[src/pkg/rebp_defs.svh]
// Constants for the run entry and breakpoint block
`ifndef REBP_DEFS_SVH
`define REBP_DEFS_SVH
// Pod function addresses
`define REBP_OFS_BRK_EN 32'hF00000B0
`define REBP_OFS_BRK_LO 32'hF00000B2
`define REBP_OFS_BRK_HI 32'hF00000B4
`define REBP_OFS_BRK_ST 32'hF00000B6
`define REBP_OFS_CS_INI 32'hF0000130
`define REBP_OFS_DS_INI 32'hF0000132
`define REBP_OFS_SS_INI 32'hF0000134
`define REBP_OFS_ES_INI 32'hF0000136
// Reset and flag values
`define REBP_CS_RST 16'hF000
`define REBP_IP_RST 16'hFFF0
`define REBP_PHYS_RST 24'hFFFFF0
`define REBP_ZERO16 16'h0000
`define REBP_ZERO8 8'h00
`define REBP_ZERO15 15'h0000
`define REBP_BRK_FLAG 16'hBBBB
// Entry address forms
`define REBP_DEFAULT_ENTRY 32'h00FFFFF0
`define REBP_TOP_PREFIX 16'h00FF
`define REBP_SEG_PREFIX 16'hF000
`define REBP_REAL_PREFIX 12'h000
`define REBP_TOP_END 16'hFFFF
`define REBP_REAL_END 20'hFFFFF
`define REBP_SEG_PAD 12'h000
`define REBP_TOP_NIB 4'hF
`define REBP_NIB0 4'h0
// Field positions
`define REBP_PREFIX_F 31:16
`define REBP_REAL_PFX_F 31:20
`define REBP_OFFS_F 15:0
`define REBP_LOW20_F 19:0
`define REBP_Y_F 19:16
`define REBP_UPPER_F 23:20
`define REBP_BYTE_HI_F 15:8
`define REBP_BYTE_LO_F 7:0
`define REBP_CMP_F 23:1
`define REBP_EN_BIT 0
`endif

[src/pkg/rebp_pkg.sv]
// Types shared by the run entry and breakpoint block
package rebp_pkg;
  typedef logic [15:0] rebp_word_t;
  typedef logic [23:0] rebp_phys_t;
  typedef logic [31:0] rebp_faddr_t;
  typedef enum logic [1:0] {
    REBP_IDLE = 2'b01,
    REBP_RUN = 2'b10
  } rebp_state_t;
  typedef enum logic [3:0] {
    REBP_FORM_BAD = 4'b0000,
    REBP_FORM_DEF = 4'b0001,
    REBP_FORM_TOP = 4'b0010,
    REBP_FORM_REAL = 4'b0100,
    REBP_FORM_SEG = 4'b1000
  } rebp_form_t;
endpackage

[src/pkg/rebp_cmp_if.sv]
// Link between the run control and the break comparator
interface rebp_cmp_if;
  logic brk_en;
  rebp_pkg::rebp_phys_t brk_addr;
  logic armed;
  rebp_pkg::rebp_phys_t bus_addr;
  logic bus_fetch;
  logic bus_valid;
  logic hit;
  modport ctl (
    output brk_en, brk_addr, armed, bus_addr, bus_fetch, bus_valid,
    input hit
  );
  modport cmp (
    input brk_en, brk_addr, armed, bus_addr, bus_fetch, bus_valid,
    output hit
  );
endinterface

[src/design/rebp_cmp.sv]
// Break address comparator on the observed target bus
`include "rebp_defs.svh"
module rebp_cmp (
  // Clock and reset
  input wire logic clock,
  input wire logic rst_b,
  input wire logic clk_en,
  // Comparator link
  rebp_cmp_if.cmp cif
);
  import rebp_pkg::*;

  logic hit_r;
  logic match;

  // ----------------------------------------------------------------
  // Compare
  // ----------------------------------------------------------------
  // Fetches are word or upper byte, so bit zero is left out
  assign match = cif.bus_valid && cif.bus_fetch && cif.armed &&
    cif.brk_en && (cif.bus_addr[`REBP_CMP_F] ==
    cif.brk_addr[`REBP_CMP_F]);
  assign cif.hit = hit_r;

  // One registered event; a held match cannot pulse twice in a row
  always_ff @(posedge clock or negedge rst_b) begin
    if (!rst_b) begin
      hit_r <= 1'b0;
    end else if (clk_en) begin
      hit_r <= match && !hit_r;
    end
  end
endmodule

[src/design/rebp_top.sv]
// Run entry decode, pod function registers and break control
`include "rebp_defs.svh"
module rebp_top (
  // Clock and reset
  input wire logic clock,
  input wire logic rst_b,
  input wire logic clk_en,
  // Host pod function access
  input wire rebp_pkg::rebp_faddr_t host_addr,
  input wire logic host_wr,
  input wire logic host_rd,
  input wire rebp_pkg::rebp_word_t host_wdata,
  output rebp_pkg::rebp_word_t host_rdata,
  output logic host_rvalid,
  // Run control
  input wire logic run_req,
  input wire rebp_pkg::rebp_faddr_t run_addr,
  input wire logic run_abort,
  output logic target_run_mode,
  output logic run_reject,
  output logic break_hit,
  // Processor entry state
  output rebp_pkg::rebp_word_t entry_cs,
  output rebp_pkg::rebp_word_t entry_ds,
  output rebp_pkg::rebp_word_t entry_ss,
  output rebp_pkg::rebp_word_t entry_es,
  output rebp_pkg::rebp_word_t instruction_offset,
  output rebp_pkg::rebp_phys_t entry_phys,
  // Observed target bus
  input wire rebp_pkg::rebp_phys_t bus_addr,
  input wire logic bus_fetch,
  input wire logic bus_valid,
  input wire logic byte_high_enable_n,
  // Standby reads
  input wire logic standby_read_dis,
  output logic standby_read_active
);
  import rebp_pkg::*;

  // ----------------------------------------------------------------
  // Declarations
  // ----------------------------------------------------------------
  rebp_state_t state_r;
  rebp_state_t state_nxt;
  rebp_form_t form;
  logic brk_en_r;
  rebp_word_t brk_lo_r;
  logic [7:0] brk_hi_r;
  rebp_word_t brk_stat_r;
  rebp_word_t cs_ini_r;
  rebp_word_t ds_ini_r;
  rebp_word_t ss_ini_r;
  rebp_word_t es_ini_r;
  rebp_word_t host_rdata_r;
  logic host_rvalid_r;
  logic run_reject_r;
  rebp_word_t ent_cs_r;
  rebp_word_t ent_ds_r;
  rebp_word_t ent_ss_r;
  rebp_word_t ent_es_r;
  rebp_word_t ent_ip_r;
  rebp_phys_t ent_phys_r;
  logic is_def;
  logic is_top;
  logic is_real;
  logic is_seg;
  logic form_ok;
  logic idle;
  logic running;
  logic start;
  logic reject;
  logic stop_brk;
  logic wr_brk_en;
  logic wr_brk_lo;
  logic wr_brk_hi;
  logic wr_cs;
  logic wr_ds;
  logic wr_ss;
  logic wr_es;
  rebp_word_t rd_val;
  rebp_word_t nx_cs;
  rebp_word_t nx_ds;
  rebp_word_t nx_ss;
  rebp_word_t nx_es;
  rebp_word_t nx_ip;
  logic [19:0] nx_lin;
  rebp_phys_t nx_phys;

  rebp_cmp_if cif ();

  // Real-mode physical address: segment times sixteen plus offset
  function automatic logic [19:0] seg_phys(rebp_word_t seg, rebp_word_t off);
    seg_phys = {seg, `REBP_NIB0} + {`REBP_NIB0, off};
  endfunction

  // ----------------------------------------------------------------
  // Entry address decode
  // ----------------------------------------------------------------
  // Default wins over the top form it falls inside of
  assign is_def = run_addr == `REBP_DEFAULT_ENTRY;
  // Odd last byte of the top and real windows is refused
  assign is_top = (run_addr[`REBP_PREFIX_F] == `REBP_TOP_PREFIX) &&
    (run_addr[`REBP_OFFS_F] != `REBP_TOP_END);
  assign is_real = (run_addr[`REBP_REAL_PFX_F] == `REBP_REAL_PREFIX) &&
    (run_addr[`REBP_LOW20_F] != `REBP_REAL_END);
  assign is_seg = run_addr[`REBP_PREFIX_F] == `REBP_SEG_PREFIX;
  assign form = is_def ? REBP_FORM_DEF :
    is_top ? REBP_FORM_TOP :
    is_real ? REBP_FORM_REAL :
    is_seg ? REBP_FORM_SEG : REBP_FORM_BAD;
  assign form_ok = form != REBP_FORM_BAD;

  // Entry segment values per form
  assign nx_cs = (is_def || is_top) ? `REBP_CS_RST :
    is_real ? {run_addr[`REBP_Y_F], `REBP_SEG_PAD} :
    cs_ini_r;
  assign nx_ds = is_seg ? ds_ini_r : `REBP_ZERO16;
  assign nx_ss = is_seg ? ss_ini_r : `REBP_ZERO16;
  assign nx_es = is_seg ? es_ini_r : `REBP_ZERO16;
  assign nx_ip = is_def ? `REBP_IP_RST : run_addr[`REBP_OFFS_F];
  assign nx_lin = seg_phys(nx_cs, nx_ip);
  // Top window forces the upper nibble; others stay under 1M
  assign nx_phys = (is_def || is_top) ? {`REBP_TOP_NIB, nx_lin} :
    {`REBP_NIB0, nx_lin};

  // ----------------------------------------------------------------
  // Run state machine
  // ----------------------------------------------------------------
  assign idle = state_r == REBP_IDLE;
  assign running = state_r == REBP_RUN;
  assign start = idle && run_req && form_ok;
  assign reject = idle && run_req && !form_ok;
  assign stop_brk = running && cif.hit;

  // Next state; a stuck code falls back to idle
  always_comb begin
    state_nxt = state_r;
    unique case (state_r)
      REBP_IDLE: begin
        if (start) begin
          state_nxt = REBP_RUN;
        end
      end
      REBP_RUN: begin
        if (cif.hit || run_abort) begin
          state_nxt = REBP_IDLE;
        end
      end
      default: begin
        state_nxt = REBP_IDLE;
      end
    endcase
  end

  // State register
  always_ff @(posedge clock or negedge rst_b) begin
    if (!rst_b) begin
      state_r <= REBP_IDLE;
    end else if (clk_en) begin
      state_r <= state_nxt;
    end
  end

  // Entry state captured at the start of a run
  always_ff @(posedge clock or negedge rst_b) begin
    if (!rst_b) begin
      ent_cs_r <= `REBP_CS_RST;
      ent_ds_r <= `REBP_ZERO16;
      ent_ss_r <= `REBP_ZERO16;
      ent_es_r <= `REBP_ZERO16;
      ent_ip_r <= `REBP_IP_RST;
      ent_phys_r <= `REBP_PHYS_RST;
    end else if (clk_en && start) begin
      ent_cs_r <= nx_cs;
      ent_ds_r <= nx_ds;
      ent_ss_r <= nx_ss;
      ent_es_r <= nx_es;
      ent_ip_r <= nx_ip;
      ent_phys_r <= nx_phys;
    end
  end

  // Refusal pulse and break status; entry and break never coincide
  always_ff @(posedge clock or negedge rst_b) begin
    if (!rst_b) begin
      run_reject_r <= 1'b0;
      brk_stat_r <= `REBP_ZERO16;
    end else if (clk_en) begin
      run_reject_r <= reject;
      if (start) begin
        brk_stat_r <= `REBP_ZERO16;
      end else if (stop_brk) begin
        brk_stat_r <= `REBP_BRK_FLAG;
      end
    end
  end

  // ----------------------------------------------------------------
  // Pod function registers
  // ----------------------------------------------------------------
  assign wr_brk_en = host_wr && (host_addr == `REBP_OFS_BRK_EN);
  assign wr_brk_lo = host_wr && (host_addr == `REBP_OFS_BRK_LO);
  assign wr_brk_hi = host_wr && (host_addr == `REBP_OFS_BRK_HI);
  assign wr_cs = host_wr && (host_addr == `REBP_OFS_CS_INI);
  assign wr_ds = host_wr && (host_addr == `REBP_OFS_DS_INI);
  assign wr_ss = host_wr && (host_addr == `REBP_OFS_SS_INI);
  assign wr_es = host_wr && (host_addr == `REBP_OFS_ES_INI);

  // Break setup; address survives enable being cleared
  always_ff @(posedge clock or negedge rst_b) begin
    if (!rst_b) begin
      brk_en_r <= 1'b0;
      brk_lo_r <= `REBP_ZERO16;
      brk_hi_r <= `REBP_ZERO8;
    end else if (clk_en) begin
      if (wr_brk_en) begin
        brk_en_r <= host_wdata[`REBP_EN_BIT];
      end
      if (wr_brk_lo) begin
        brk_lo_r <= host_wdata;
      end
      if (wr_brk_hi) begin
        brk_hi_r <= host_wdata[`REBP_BYTE_LO_F];
      end
    end
  end

  // Segment initial values; only host writes touch them, never a run
  always_ff @(posedge clock or negedge rst_b) begin
    if (!rst_b) begin
      cs_ini_r <= `REBP_CS_RST;
      ds_ini_r <= `REBP_ZERO16;
      ss_ini_r <= `REBP_ZERO16;
      es_ini_r <= `REBP_ZERO16;
    end else if (clk_en) begin
      if (wr_cs) begin
        cs_ini_r <= host_wdata;
      end
      if (wr_ds) begin
        ds_ini_r <= host_wdata;
      end
      if (wr_ss) begin
        ss_ini_r <= host_wdata;
      end
      if (wr_es) begin
        es_ini_r <= host_wdata;
      end
    end
  end

  // Read mux; unmapped addresses read zero
  assign rd_val =
    (host_addr == `REBP_OFS_BRK_EN) ? {`REBP_ZERO15, brk_en_r} :
    (host_addr == `REBP_OFS_BRK_LO) ? brk_lo_r :
    (host_addr == `REBP_OFS_BRK_HI) ? {`REBP_ZERO8, brk_hi_r} :
    (host_addr == `REBP_OFS_BRK_ST) ? brk_stat_r :
    (host_addr == `REBP_OFS_CS_INI) ? cs_ini_r :
    (host_addr == `REBP_OFS_DS_INI) ? ds_ini_r :
    (host_addr == `REBP_OFS_SS_INI) ? ss_ini_r :
    (host_addr == `REBP_OFS_ES_INI) ? es_ini_r : `REBP_ZERO16;

  // Read data is registered; it holds until the next read
  always_ff @(posedge clock or negedge rst_b) begin
    if (!rst_b) begin
      host_rdata_r <= `REBP_ZERO16;
      host_rvalid_r <= 1'b0;
    end else if (clk_en) begin
      host_rvalid_r <= host_rd;
      if (host_rd) begin
        host_rdata_r <= rd_val;
      end
    end
  end

  // ----------------------------------------------------------------
  // Comparator and outputs
  // ----------------------------------------------------------------
  // Upper byte lane enable adds nothing: bit zero is not compared
  assign cif.brk_en = brk_en_r;
  assign cif.brk_addr = {brk_hi_r, brk_lo_r};
  assign cif.armed = running;
  assign cif.bus_addr = bus_addr;
  assign cif.bus_fetch = bus_fetch;
  assign cif.bus_valid = bus_valid;

  rebp_cmp u_cmp (
    .clock(clock),
    .rst_b(rst_b),
    .clk_en(clk_en),
    .cif(cif)
  );

  assign host_rdata = host_rdata_r;
  assign host_rvalid = host_rvalid_r;
  assign target_run_mode = running;
  assign run_reject = run_reject_r;
  assign break_hit = stop_brk;
  assign entry_cs = ent_cs_r;
  assign entry_ds = ent_ds_r;
  assign entry_ss = ent_ss_r;
  assign entry_es = ent_es_r;
  assign instruction_offset = ent_ip_r;
  assign entry_phys = ent_phys_r;
  // Standby reads come back once the run has ended
  assign standby_read_active = idle && !standby_read_dis;
endmodule

[config.mk]
export PLATFORM = sky130hd
export DESIGN_NAME = rebp_top
export DESIGN_NICKNAME = d
export VERILOG_FILES = /design/src/pkg/rebp_pkg.sv /design/src/pkg/rebp_cmp_if.sv /design/src/design/rebp_cmp.sv /design/src/design/rebp_top.sv
export VERILOG_INCLUDE_DIRS = /design/src /design/src/pkg
export SDC_FILE = /design/constraint.sdc
export NUM_CORES = 1
export LEC_CHECK = 0
export BUFFER_PORTS_ARGS = -buffer_cell sky130_fd_sc_hd__buf_2
export CORE_MARGIN = 2
export CORE_UTILIZATION = 49
export DETAILED_ROUTE_END_ITERATION = 8
export PLACE_DENSITY = 0.77
export SETUP_SLACK_MARGIN = 0.05
export SYNTH_ARGS = -nofsm -noshare
export SYNTH_HDL_FRONTEND = slang
export SYNTH_HIERARCHICAL = 1
export SYNTH_SLANG_ARGS = --single-unit
export TNS_END_PERCENT = 50
[constraint.sdc]
create_clock -name clock -period 2.1 [get_ports clock]
set_input_delay 0.21 -clock clock [delete_from_list [all_inputs] [get_ports clock]]
set_output_delay 0.21 -clock clock [all_outputs]
set_load 0.01 [all_outputs]
==> results.json <==
{
  "hpwl_mm": 22.8,
  "worst_pin_slew_ns": 0.547,
  "p_per_area_mw_per_mm2": 627,
  "final_cell_mix": "234 x buf_2, 201 x nand2_1, 170 x dfrtp_1",
  "switching_share_pct": 22.5,
  "fin_nets": 1386,
  "grt_overflow": 0,
  "hold_path.class": "in2reg",
  "synthCells": 921,
  "critical_path_buf_inv_count": 4,
  "grt_max_degree": 59,
  "clock_path_buffers": 3,
  "skew_ns": 0.00710,
  "start_util_pct": 50.0,
  "max_slew_margin_pct": 63.6,
  "p_switching_mw": 1.93,
  "ys.flop_type": "dfrtp_1",
  "path_clk_slew_ns": 0.06,
  "fmax_mhz": 375,
  "syn_to_final_growth_pct": 34.9,
  "gp_congestion": 0.891,
  "fillers": 1498,
  "cp-end-kind": "flip-flop",
  "cts_sinks": 208,
  "numCtsBuffers": 22,
  "viasPerCell": 5.64,
  "pre_cts_slack_ns": -1.18,
  "setup_tns_ns": -5.11,
  "dieWidth_microns": 148,
  "max_stage_delay_ns": 0.53,
  "synth-warning-count": 6,
  "grtUsageTotal_pct": 28.8,
  "min_path_cells": 2,
  "holdCritStartpoint": "host_wdata[8]",
  "p_int_mw": 6.64,
  "violations": "setup timing",
  "cts_tree": "done",
  "fin_crit_sh_pct": 127,
  "finalHoldViolCount": 0,
  "drtIter0Drc": 668,
  "io_pins": 240,
  "p_clk_share_pct": 46.7,
  "syn_avg_cell_area_sq_um": 11.0,
  "yosysSeqAreaShare_pct": 51.9,
  "fp-row-count": 52,
  "grt_pass1_vias": 9149,
  "outcome": "finished, violations left",
  "crit_chain": "buf_6, or4_4, a221o_1, buf_6, and2_4, ha_4, nand3_2, o211ai_1, buf_4, buf_4, o21ai_2, o21bai_1, a211oi_2, o31ai_1",
  "synth-edff-count": 0,
  "clock_latency_ns": 0.51,
  "antenna_left": 0,
  "r2r-start": "cs_ini_r[3]",
  "h-tree-depth": 1,
  "dr.pass1.iters": 5,
  "cp_data_required_time_ns": 2.50,
  "layout-drive-gt1-share_pct": 47.5,
  "antenna_found_initial": 1,
  "ys_ff_latch": 208,
  "start_kind": "primary input",
  "hold_slack_ns": 0.0163,
  "synth_cell_types": 67,
  "die-area_sq_mm": 0.0218,
  "worst_slack_ns": -0.568,
  "r2r_cells": 10,
  "drc": 0,
  "cp_max_fo": 5,
  "layout_commonest_cell": "buf_2",
  "portBuffers": 237,
  "fp.dieH_microns": 148,
  "critPathArrivalTime_ns": 3.07,
  "worstSetupPathType": "in2reg",
  "vias": 8702,
  "coreArea_sq_mm": 0.0202,
  "synth_area_sq_mm": 0.0101,
  "slowest_stage": "or4_4",
  "combPwrFrac_pct": 6.2,
  "p_seq_share_pct": 47.1,
  "leakagePower_nw": 7.20,
  "rsz0062_at_grt": "yes",
  "wire_per_inst_microns": 20.5,
  "r2r-end": "entry_phys[13]",
  "rrSetupSlack_ns": -0.12,
  "postRouteWirelength_mm": 31.6,
  "crit_family": "compound AO/OA/AOI/OAI gates",
  "period_needed_ns": 2.67,
  "async_reset_ff_share_pct": 100,
  "hold_end": "es_ini_r[8]",
  "grt_pass1_wl_mm": 49.2,
  "irDropWorstVdd_mv": 0.601,
  "drv_cap": 0,
  "total_power_mw": 8.57,
  "synth_nets": 1049,
  "setup_violations": 12,
  "cts_root_buf": "clkbuf_16",
  "fin_util_pct": 67.5,
  "maxSlewViolCount": 0
}
[stage by stage]
| step | instance area, sq um | std cells |
|---|---|---|
| floorplan | 10200 | 921 |
| CTS | 13500 | 1540 |
| global route | 13700 | 1544 |
| detailed placement | 12500 | 1489 |
| global placement | 12500 | 1489 |
| finish | 13700 | 1544 |
[what timing repair did]
action / 4_1_cts / 5_1_grt
hold buffers: 8 / 0
gates cloned: 1 / 0
setup buffers: 3 / 3
endpoints found under the setup margin: 14 / 15
gates resized for setup: 31 / 20
pin swaps: 21 / 20
endpoints found under the hold margin: 60 / 0
[layer usage]
layer / track usage [%] / share of wire [%] / routed length, microns / vias to the layer above
li1: - / - / - / 3913
met1: 37.5 / 40 / 12600 / 4277
met2: 47.4 / 48 / 15200 / 414
met3: 5.28 / 7.8 / 2470 / 98
met4: 12.5 / 4.4 / 1390 / 0
met5: 0 / 0 / 0 / -
[Yosys cell counts (5+ instances only)]
| cell | n | area (sq um) |
|---|---|---|
| buf_4 | 11 | 82.6 |
| a22o_1 | 8 | 70.1 |
| mux2_1 | 15 | 169 |
| ha_1 | 12 | 150 |
| o211ai_1 | 8 | 60.1 |
| and2_1 | 14 | 87.6 |
| mux2_2 | 60 | 676 |
| clkbuf_1 | 27 | 101 |
| a211oi_1 | 8 | 60.1 |
| a21oi_1 | 22 | 110 |
| nand4_1 | 7 | 43.8 |
| a31oi_1 | 5 | 31.3 |
| o21ai_0 | 31 | 155 |
| dfstp_2 | 38 | 998 |
| nor4_4 | 6 | 128 |
| nand3_1 | 56 | 280 |
| mux2_4 | 30 | 450 |
| a22oi_1 | 9 | 67.6 |
| xor2_1 | 25 | 219 |
| buf_2 | 17 | 85.1 |
| o21ai_1 | 12 | 60.1 |
| xnor2_1 | 8 | 70.1 |
| nor3_1 | 6 | 30.0 |
| dfrtp_1 | 170 | 4250 |
| and3_1 | 8 | 50.1 |
| a221oi_1 | 8 | 70.1 |
| nor2_1 | 20 | 75.1 |
| inv_1 | 6 | 22.5 |
| nand2_1 | 203 | 762 |
| nor4_1 | 7 | 43.8 |
[sequential cells by signal (all words and copies together), names as in the netlist]
signal and count:
host_rvalid 1, brk_en_r 1, instruction_offset 16, entry_es 16
entry_cs 16, entry_ds 16, brk_lo_r 16, entry_ss 16
es_ini_r 16, run_reject 1, cs_ini_r 16, entry_phys 17
state_r 2, u_cmp/cif.hit 1, ds_ini_r 16, brk_hi_r 8
host_rdata 16, ss_ini_r 16, brk_stat_r 1
[worst max path at each step]
| stage | depth (start not counted) | to | from |
|---|---|---|---|
| final | 14 | entry_phys[13] | run_addr[21] |
| after global placement | 13 | entry_phys[19] | run_addr[22] |
| after global routing | 14 | entry_phys[13] | run_addr[21] |
| after floorplan | 12 | entry_phys[19] | run_addr[22] |
| after CTS | 13 | entry_phys[19] | run_addr[21] |
| after detailed placement | 13 | entry_phys[19] | run_addr[22] |
[cell type report]
class,count,area [sq um],share of cell area (%)
timing repair buffer,375,2470,18.1
clock buffer,32,688,5.04
clock inverter,7,71.3,0.522
tap,270,338,2.47
inverter,6,22.5,0.165
antenna,1,2.50,0.0183
multi-input combinational,645,4810,35.2
sequential,208,5250,38.5
[cells by family after synthesis]
| kind of cell | share of synthesized area, % |
|---|---|
| compound gates | 8.57 |
| xor+xnor | 2.85 |
| fa+ha+maj | 1.68 |
| buf+inv | 3.81 |
| flops | 51.9 |
| mux | 13.1 |
| simple gates | 18.1 |
[power groups by stage]
stage,Combinational (mW),Clock [mW],Sequential [mW]
CTS,0.518,4.03,4.04
floorplan,0.128,0,4.11
detailed placement,0.492,0,4.11
global placement,0.480,0,4.11
global route,0.577,4.22,4.04
finish,0.534,4.00,4.04
(Power assumes the default switching activity.)
